$ cat src/hw/sbc_mode_pkg.sv
package sbc_mode_pkg;
    // operating modes, binary codes
    typedef enum logic [2:0] {
        MODE_INIT = 3'h0,
        MODE_NORMAL = 3'h1,
        MODE_STOP = 3'h2,
        MODE_SLEEP = 3'h3,
        MODE_RESTART = 3'h4,
        MODE_FAILSAFE = 3'h5
    } sbc_mode_t;
    // requested mode bits carried by a spi write
    localparam logic [1:0] REQ_NORMAL = 2'h0;
    localparam logic [1:0] REQ_STOP = 2'h1;
    localparam logic [1:0] REQ_SLEEP = 2'h2;
    localparam logic [1:0] REQ_RESET = 2'h3;
    localparam logic [1:0] MODE_BITS_RESET = 2'h0;
    localparam int CLK_PERIOD_PS = 5000;
    // times in microseconds
    localparam int RESET_DELAY_US = 10;
    localparam int CONFIG_FILTER_US = 2;
    localparam int LONG_WINDOW_US = 200000;
    localparam int RESET_DELAY_CYCLES = (RESET_DELAY_US * 1000000) / CLK_PERIOD_PS;
    localparam int CONFIG_FILTER_CYCLES = (CONFIG_FILTER_US * 1000000) / CLK_PERIOD_PS;
    localparam longint LONG_WINDOW_CYCLES = (64'd200000 * 64'd1000000) / CLK_PERIOD_PS;
    localparam logic CONFIG_LEVEL_RESET = 1'b0;
endpackage

$ cat src/hw/config_filter.sv
`timescale 1ns/1ps
`default_nettype none
// continuous level filter for the config sense pin
module config_filter
    import sbc_mode_pkg::*;
#(
    parameter int FILTER_CYCLES = CONFIG_FILTER_CYCLES
) (
    input wire logic clk_in, // system clock
    input wire logic sys_rst_in, // sync reset
    input wire logic sense_in, // synchronised pin level
    output logic level_out, // filtered level
    output logic stable_out // level held a full filter time
);
    logic [15:0] count_reg, count_next;
    logic last_reg, last_next;
    logic level_reg, level_next;
    logic stable_reg, stable_next;

    // count cycles of unchanged input
    always_comb begin
        last_next = sense_in;
        count_next = count_reg;
        level_next = level_reg;
        stable_next = stable_reg;
        if (sense_in != last_reg) begin
            count_next = 16'h0000;
            stable_next = 1'b0;
        end else if (count_reg >= 16'(FILTER_CYCLES - 1)) begin
            level_next = sense_in;
            stable_next = 1'b1;
        end else begin
            count_next = count_reg + 16'h0001;
        end
    end

    always_ff @(posedge clk_in) begin
        if (sys_rst_in) begin
            count_reg <= 16'h0000;
            last_reg <= 1'b0;
            level_reg <= 1'b0;
            stable_reg <= 1'b0;
        end else begin
            count_reg <= count_next;
            last_reg <= last_next;
            level_reg <= level_next;
            stable_reg <= stable_next;
        end
    end

    assign level_out = level_reg;
    assign stable_out = stable_reg;
endmodule
`default_nettype wire

$ cat src/hw/sbc_mode_state_machine.sv
`timescale 1ns/1ps
`default_nettype none
// Function
// - six modes, normal is main mode
// - init after power-up and soft reset
// - init starts watchdog long open window
// - restart holds reset, then normal after delay
// - failsafe: supply off until wake/temp ok
// - stop keeps supply, sleep switches off
// - development mode halts watchdog counter
// - debug pin low in power-up init, before reset rise, selects development
// - mode bits written over spi
// - mode bits cleared passing restart
// - pull-down on sense pin during delay
// - filtered level latched at reset rise
// - relatch each reset while power-on flag
// - unstable sense pin latches zero
// - level one: wd failure gives restart
// - level zero: wd failure gives failsafe
// - ov without enable: flag only
// - ov with enable: flag, fail, mode
// - config bits readable as status
// - configuration held until power down
// - any spi command leaves init
// - no trigger in window gives restart
// - wake events ignored in init
// - stop to sleep rejected, restart
module sbc_mode_state_machine
    import sbc_mode_pkg::*;
#(
    parameter longint LONG_WINDOW = LONG_WINDOW_CYCLES,
    parameter int RESET_DELAY = RESET_DELAY_CYCLES,
    parameter int FILTER_CYCLES = CONFIG_FILTER_CYCLES
) (
    input wire logic clk_in, // 200 mhz clock
    input wire logic sys_rst_in, // power-on reset, sync high
    input wire logic spi_cmd_in, // one-cycle pulse, spi frame done
    input wire logic spi_mode_write_in, // frame writes mode bits
    input wire logic [1:0] spi_mode_in, // requested mode bits
    input wire logic wd_trigger_in, // one-cycle watchdog trigger
    input wire logic wd_fail_in, // one-cycle watchdog failure
    input wire logic wd_fail_count_select_in, // cfg bit, 1 = first failure
    input wire logic overvoltage_reset_enable_in, // ov reset enable bit
    input wire logic overvoltage_in, // main supply overvoltage, async
    input wire logic undervoltage_in, // main supply below reset threshold
    input wire logic wake_in, // can or wake_inputs event pulse
    input wire logic overtemp_in, // overtemperature shutdown level
    input wire logic power_on_flag_in, // power-on flag still set
    input wire logic fail3_debug_pin_in, // debug pin level, async
    input wire logic config_sense_pin_in, // config sense pin level, async
    output logic [2:0] mode_out, // current operating mode
    output logic [1:0] mode_bits_out, // mode bits of control register
    output logic main_supply_en_out, // main supply enable
    output logic reset_output_out, // reset to mcu, low active level
    output logic fail_outputs_out, // fail outputs active
    output logic overvoltage_flag_out, // sticky ov flag
    output logic spi_error_flag_out, // sticky spi error flag
    output logic config_pull_down_out, // weak pull-down enable
    output logic config_pin_level_out, // latched config level
    output logic wd_fail_count_select_out, // cfg bit readback
    output logic development_mode_out, // debug mode latched
    output logic wd_long_window_out, // watchdog in long window
    output logic wd_halt_out // watchdog counter halted
);
    sbc_mode_t mode_reg, mode_next;
    logic [1:0] mode_bits_reg, mode_bits_next;
    logic [47:0] wd_count_reg, wd_count_next;
    logic [31:0] delay_count_reg, delay_count_next;
    logic fail_reg, fail_next;
    logic ov_flag_reg, ov_flag_next;
    logic spi_err_reg, spi_err_next;
    logic cfg_reg, cfg_next;
    logic dev_reg, dev_next;
    logic latched_once_reg, latched_once_next;
    logic wd_fails_reg, wd_fails_next;
    logic reset_high_reg, reset_high_next;
    logic ov_last_reg, ov_last_next;
    logic [2:0] ov_sync_reg, dbg_sync_reg, cfg_sync_reg;
    logic ov_level, dbg_level, cfg_pin_level;
    logic filt_level, filt_stable;
    logic ov_event, wd_failure, delay_done;

    // three-stage synchronisers for pin inputs
    always_ff @(posedge clk_in) begin
        if (sys_rst_in) begin
            ov_sync_reg <= 3'h0;
            dbg_sync_reg <= 3'h7;
            cfg_sync_reg <= 3'h0;
        end else begin
            ov_sync_reg <= {ov_sync_reg[1:0], overvoltage_in};
            dbg_sync_reg <= {dbg_sync_reg[1:0], fail3_debug_pin_in};
            cfg_sync_reg <= {cfg_sync_reg[1:0], config_sense_pin_in};
        end
    end

    // accept a change once stage two and three agree
    logic ov_hold_reg, dbg_hold_reg, cfg_hold_reg;
    always_ff @(posedge clk_in) begin
        if (sys_rst_in) begin
            ov_hold_reg <= 1'b0;
            dbg_hold_reg <= 1'b1;
            cfg_hold_reg <= 1'b0;
        end else begin
            if (ov_sync_reg[1] == ov_sync_reg[2]) ov_hold_reg <= ov_sync_reg[2];
            if (dbg_sync_reg[1] == dbg_sync_reg[2]) dbg_hold_reg <= dbg_sync_reg[2];
            if (cfg_sync_reg[1] == cfg_sync_reg[2]) cfg_hold_reg <= cfg_sync_reg[2];
        end
    end
    assign ov_level = ov_hold_reg;
    assign dbg_level = dbg_hold_reg;
    assign cfg_pin_level = cfg_hold_reg;

    // continuous filter on the sense pin
    config_filter #(
        .FILTER_CYCLES(FILTER_CYCLES)
    ) u_filter (
        .clk_in(clk_in),
        .sys_rst_in(sys_rst_in),
        .sense_in(cfg_pin_level),
        .level_out(filt_level),
        .stable_out(filt_stable)
    );

    assign ov_event = ov_level && !ov_last_reg;
    assign delay_done = (delay_count_reg >= 32'(RESET_DELAY - 1));
    assign wd_failure = (wd_fail_in && !dev_reg) || (mode_reg == MODE_INIT && !dev_reg
        && wd_count_reg >= 48'(LONG_WINDOW - 1));

    // mode, failure and configuration next state
    always_comb begin
        mode_next = mode_reg;
        mode_bits_next = mode_bits_reg;
        wd_count_next = wd_count_reg;
        delay_count_next = delay_count_reg;
        fail_next = fail_reg;
        ov_flag_next = ov_flag_reg || ov_event; // flag set always
        spi_err_next = spi_err_reg;
        cfg_next = cfg_reg;
        dev_next = dev_reg;
        latched_once_next = latched_once_reg;
        wd_fails_next = wd_fails_reg;
        reset_high_next = reset_high_reg;
        ov_last_next = ov_level;
        // long window counts in init; halted in development
        if (mode_reg == MODE_INIT && !dev_reg && !wd_trigger_in) begin
            wd_count_next = wd_count_reg + 48'h1;
        end else begin
            wd_count_next = 48'h0;
        end
        if (mode_reg == MODE_INIT && !latched_once_reg) begin
            dev_next = !dbg_level;
        end
        case (mode_reg)
            MODE_INIT: begin
                if (spi_cmd_in) begin
                    mode_next = MODE_NORMAL;
                end
                if (wd_failure) begin
                    mode_next = MODE_RESTART;
                end
                // reset held low for the delay, sense pin pulled down
                if (!reset_high_reg) begin
                    if (delay_done) begin
                        delay_count_next = 32'h0;
                    end else begin
                        delay_count_next = delay_count_reg + 32'h1;
                    end
                end
            end
            MODE_NORMAL, MODE_STOP: begin
                if (spi_cmd_in && spi_mode_write_in) begin
                    mode_bits_next = spi_mode_in;
                    case (spi_mode_in)
                        REQ_STOP: mode_next = MODE_STOP;
                        REQ_SLEEP: begin
                            if (mode_reg == MODE_STOP) begin
                                spi_err_next = 1'b1;
                                mode_next = MODE_RESTART;
                            end else begin
                                mode_next = MODE_SLEEP;
                            end
                        end
                        REQ_RESET: mode_next = MODE_INIT;
                        default: mode_next = MODE_NORMAL;
                    endcase
                end
                if (undervoltage_in) begin
                    mode_next = MODE_RESTART;
                end
            end
            MODE_SLEEP: begin
                if (wake_in) mode_next = MODE_RESTART;
            end
            MODE_FAILSAFE: begin
                // leave on wake or temperature release
                if (wake_in || !overtemp_in) mode_next = MODE_RESTART;
            end
            MODE_RESTART: begin
                mode_bits_next = MODE_BITS_RESET;
                // back to normal after delay, failure gone
                if (undervoltage_in) begin
                    delay_count_next = 32'h0;
                end else if (delay_done) begin
                    mode_next = MODE_NORMAL;
                    delay_count_next = 32'h0;
                end else begin
                    delay_count_next = delay_count_reg + 32'h1;
                end
            end
            default: mode_next = MODE_INIT;
        endcase
        if (wd_failure && mode_reg != MODE_INIT && mode_reg != MODE_SLEEP
                && mode_reg != MODE_FAILSAFE) begin
            wd_fails_next = 1'b1;
            if (wd_fail_count_select_in || wd_fails_reg) begin
                fail_next = 1'b1;
                mode_next = cfg_reg ? MODE_RESTART : MODE_FAILSAFE;
            end else begin
                mode_next = MODE_RESTART;
            end
        end
        if (ov_event && overvoltage_reset_enable_in) begin
            fail_next = 1'b1;
            mode_next = cfg_reg ? MODE_RESTART : MODE_FAILSAFE;
        end
        // every mode change starts the delay count afresh
        if (mode_next != mode_reg) begin
            delay_count_next = 32'h0;
        end
        // bits read back cleared while restarting
        if (mode_next == MODE_RESTART) begin
            mode_bits_next = MODE_BITS_RESET;
        end
        // reset high only outside restart, init after its delay
        reset_high_next = (mode_next != MODE_RESTART) && (mode_next != MODE_INIT
            || (mode_reg == MODE_INIT && (reset_high_reg || delay_done)));
        if (mode_next == MODE_SLEEP || mode_next == MODE_FAILSAFE) begin
            reset_high_next = 1'b0;
        end
        if (reset_high_next && !reset_high_reg && (!latched_once_reg || power_on_flag_in)) begin
            cfg_next = filt_stable ? filt_level : 1'b0;
            latched_once_next = 1'b1;
        end
    end

    always_ff @(posedge clk_in) begin
        if (sys_rst_in) begin
            mode_reg <= MODE_INIT;
            mode_bits_reg <= MODE_BITS_RESET;
            wd_count_reg <= 48'h0;
            delay_count_reg <= 32'h0;
            fail_reg <= 1'b0;
            ov_flag_reg <= 1'b0;
            spi_err_reg <= 1'b0;
            cfg_reg <= CONFIG_LEVEL_RESET;
            dev_reg <= 1'b0;
            latched_once_reg <= 1'b0;
            wd_fails_reg <= 1'b0;
            reset_high_reg <= 1'b0;
            ov_last_reg <= 1'b0;
        end else begin
            mode_reg <= mode_next;
            mode_bits_reg <= mode_bits_next;
            wd_count_reg <= wd_count_next;
            delay_count_reg <= delay_count_next;
            fail_reg <= fail_next;
            ov_flag_reg <= ov_flag_next;
            spi_err_reg <= spi_err_next;
            cfg_reg <= cfg_next;
            dev_reg <= dev_next;
            latched_once_reg <= latched_once_next;
            wd_fails_reg <= wd_fails_next;
            reset_high_reg <= reset_high_next;
            ov_last_reg <= ov_last_next;
        end
    end

    assign mode_out = mode_reg;
    assign mode_bits_out = mode_bits_reg;
    assign main_supply_en_out = (mode_reg != MODE_SLEEP) && (mode_reg != MODE_FAILSAFE);
    assign reset_output_out = reset_high_reg;
    assign fail_outputs_out = fail_reg;
    assign overvoltage_flag_out = ov_flag_reg;
    assign spi_error_flag_out = spi_err_reg;
    assign config_pull_down_out = !reset_high_reg && (!latched_once_reg || power_on_flag_in);
    assign config_pin_level_out = cfg_reg;
    assign wd_fail_count_select_out = wd_fail_count_select_in;
    assign development_mode_out = dev_reg;
    assign wd_long_window_out = (mode_reg == MODE_INIT);
    assign wd_halt_out = dev_reg;
endmodule
`default_nettype wire

$ cat config.mk
export PLATFORM = sky130hd
export DESIGN_NAME = sbc_mode_state_machine
export DESIGN_NICKNAME = d
export VERILOG_FILES = /design/src/hw/sbc_mode_pkg.sv /design/src/hw/config_filter.sv /design/src/hw/sbc_mode_state_machine.sv
export SDC_FILE = /design/constraint.sdc
export NUM_CORES = 1
export LEC_CHECK = 0
export CORE_MARGIN = 3
export CORE_UTILIZATION = 63
export CTS_CLUSTER_DIAMETER = 80
export DETAILED_ROUTE_END_ITERATION = 16
export DONT_BUFFER_PORTS = 1
export GPL_ROUTABILITY_DRIVEN = 0
export GPL_TIMING_DRIVEN = 0
export PLACE_DENSITY = 0.88
export SYNTH_ARGS = -nofsm -noshare
export SYNTH_HDL_FRONTEND = slang
export SYNTH_SLANG_ARGS = --single-unit
$ cat constraint.sdc
create_clock -name clk_in -period 3.21 [get_ports clk_in]
set_input_delay 0.1605 -clock clk_in [delete_from_list [all_inputs] [get_ports clk_in]]
set_output_delay 0.1605 -clock clk_in [all_outputs]
set_load 0.03 [all_outputs]
==> flow_summary.json <==
{
  "std_cell_rows": 34,
  "portBuffers": 0,
  "diodes": 0,
  "path_clk_slew_ps": 60,
  "clockRootBuffer": "clkbuf_8",
  "grt_usage": 0.2750,
  "ir_drop_mv": 0.3963,
  "die_y_um": 102.8,
  "seqPwrFrac": 0.408,
  "clockPowerShare": 0.493,
  "worstPathMaxFanout": 10,
  "finClkSkew_ps": 9.458,
  "dr.pass1.iters": 5,
  "p_leak_nw": 2.285,
  "path_delay_family": "simple AND/OR/NAND/NOR gates",
  "synthesis.nets": 687,
  "critPathMostFrequentCell": "nand2_1",
  "netlist.area_leader.share": 0.4241,
  "ys_seq_elements": 125,
  "syn_avg_cell_area_um2": 8.847,
  "clock-sinks": 125,
  "cp_slowest_cell": "dfxtp_2",
  "num_vias": 5001,
  "arrival_ps": 3360,
  "io_pins": 33,
  "clockBufferDepth": 2,
  "cp.required_ps": 3620,
  "combinationalPowerShare": 0.099,
  "ant_nets": 0,
  "grt_pass1_vias": 4877,
  "syn2layout_area_growth_pct": 13.85,
  "placedCellCount": 775,
  "slew_violations": 0,
  "die-area_um2": 10560,
  "cp-end-kind": "flip-flop",
  "fillers": 583,
  "synth.distinct_cells": 56,
  "fin_setup_tns_ps": 0,
  "cts_buffers": 17,
  "layout-drive-gt1-share": 0.1206,
  "post-route-period-util": 0.9186,
  "synth_top_area_cell": "dfxtp_1",
  "routed_via_density": 6.151,
  "yosysSeqAreaShare": 0.4241,
  "yosysWarningCount": 0,
  "syn-cell-area_um2": 5901,
  "outcome": "complete, no violations",
  "maxCapViolCount": 0,
  "grt_start_max_net_pins": 17,
  "worstSetupPathType": "reg -> reg",
  "wire_per_inst_um": 17.27,
  "initial_utilization": 0.6637,
  "fp.dieW_um": 102.8,
  "cp_cell_sequence": "nor2_2, nand2_1, inv_1, nand2_1, nor3_1, a31oi_1, a2bb2oi_2, xor2_1, clkbuf_4, nor3_2",
  "slew-limit-headroom": 0.2889,
  "switchingPower_w": 0.001046,
  "rsz0062_at_grt": "false",
  "postSynthCellCount": 667,
  "synth-async-reset-ratio": 0,
  "path_buf_inv": 2,
  "grt_overflow": 0,
  "synth-edff-count": 0,
  "finalNetCount": 712,
  "post_cts_buffers": 0,
  "place_hpwl_um": 9276,
  "start_kind": "flip-flop",
  "final_core_util": 0.7556,
  "p_int_w": 0.002961,
  "switching_share": 0.2610,
  "hp-class": "in -> reg",
  "setup_violations": 0,
  "drtIter0Drc": 300,
  "slowest_delay_ps": 420,
  "htreeDepth": 4,
  "max_freq_ghz": 0.3391,
  "power.density_nw_per_um2": 596.5,
  "fin_cells": 813,
  "largest_register_ffs": 48,
  "clock_latency_ps": 520,
  "ys.flop_type": "dfxtp_1",
  "synth_area_leaders": "dfxtp_1 (42%), xor2_1 (7.0%), nor2_1 (5.8%), xnor2_1 (5.2%), nor3_2 (5.1%)",
  "worst_pin_slew_ps": 1052,
  "antenna_found_initial": 0,
  "finalWirelength_um": 14040,
  "finalCriticalPeriod_ps": 2949,
  "hold_viol": 0,
  "core_area_um2": 8891,
  "drc": 0,
  "cts_tree": "built",
  "grt_pass1_wl_um": 23020
}
[metrics by stage]
step                      area, µm²  power (W)  worst slack [ps]  hold slack [ps]
final                          6718   0.004007             261.2            6.437
after global routing           6718   0.004137             153.3            10.98
after CTS                      6714   0.004014             134.3           0.2418
after detailed placement       6036   0.002044             42.78            237.8
after global placement         6036   0.002029             174.8            234.2
after floorplan                5901   0.001962             623.7            232.1
[worst reg2reg max path: cells and delay by family (launching register included)]
kind,cells,cell delay [ps]
buf+inv,2,720
compound gates,2,430
xor+xnor,1,380
flops,1,420
simple gates,5,880
[placed cells by master, fill, tap and decap left out, types with 16 or more instances in the layout]
cell type	Yosys	layout
dfxtp_1	125	122
nand3_1	36	36
clkbuf_16	0	16
o21ai_0	19	19
xor2_1	47	47
a21oi_1	20	20
nand4_1	25	25
nand2_1	41	41
inv_1	19	19
nor2_1	91	90
and3_1	26	26
xnor2_1	35	35
nor3_2	30	30
[area by class of cell]
cell class                 count  area, µm²  share of cell area
timing repair buffer           6      60.06            0.008940
multi-input combinational    499       3187              0.4744
clock inverter                11      156.4             0.02328
inverter                      19      71.32             0.01062
buffer                        24      142.6             0.02123
clock buffer                  21      459.2             0.06836
sequential                   125       2506              0.3731
tap                          108      135.1             0.02012
[synth_stat cells, types with 4 or more instances]
master and n:
dfxtp_1 125, nor2_1 91, xor2_1 47, nand2_1 41
nand3_1 36, xnor2_1 35, nor3_2 30, and3_1 26
nand4_1 25, a21oi_1 20, inv_1 19, o21ai_0 19
nor2b_1 15, nor4_1 15, nor3_1 13, clkbuf_1 11
nand2b_1 8, and4_1 7, nor3b_1 6, or3_1 6
a31oi_1 5, buf_4 5, mux2i_1 5, and2_1 4
buf_6 4
[cell families after synthesis]
logic type,count (synthesis),share of synthesized area
simple gates,338,0.3221
flops,125,0.4241
xor+xnor,82,0.1217
compound gates,71,0.08100
buf+inv,43,0.03626
mux,5,0.008482
fa+ha+maj,3,0.006362
[path summary, 6_finish.rpt]
kind                   startpoint                  end  slack [ps]  cells after the start
hold reg to reg   dbg_sync_reg[0]      dbg_sync_reg[1]         430                      1
setup / recovery      mode_out[0]  delay_count_reg[14]         260                     10
setup reg to reg      mode_out[0]  delay_count_reg[14]         260                     10
hold / removal     spi_mode_in[1]   spi_error_flag_out           6                      3
[layer usage]
layer	track usage	vias to the layer above	wire, µm
li1	-	2397	-
met4	0.09462	0	228
met1	0.3018	2432	5501
met2	0.5104	147	7491
met3	0.07240	25	818
met5	0	-	0
[power groups by stage]
stage / Clock, W / Sequential, W / Combinational [W]
3_5_place_dp: 0 / 0.00166 / 0.000381
2_1_floorplan: 0 / 0.00165 / 0.000312
3_3_place_gp: 0 / 0.00166 / 0.000368
5_1_grt: 0.00208 / 0.00163 / 0.000427
4_1_cts: 0.00199 / 0.00163 / 0.000395
6_report: 0.00198 / 0.00163 / 0.000399
[timing repair]
item,in CTS,in global routing
setup endpoints to repair,10,15
gates resized for setup,2,2
hold buffers,6,0
endpoints found under the hold margin,12,0
pin swaps,0,0
No activity file was read; power rests on OpenSTA's default activity.
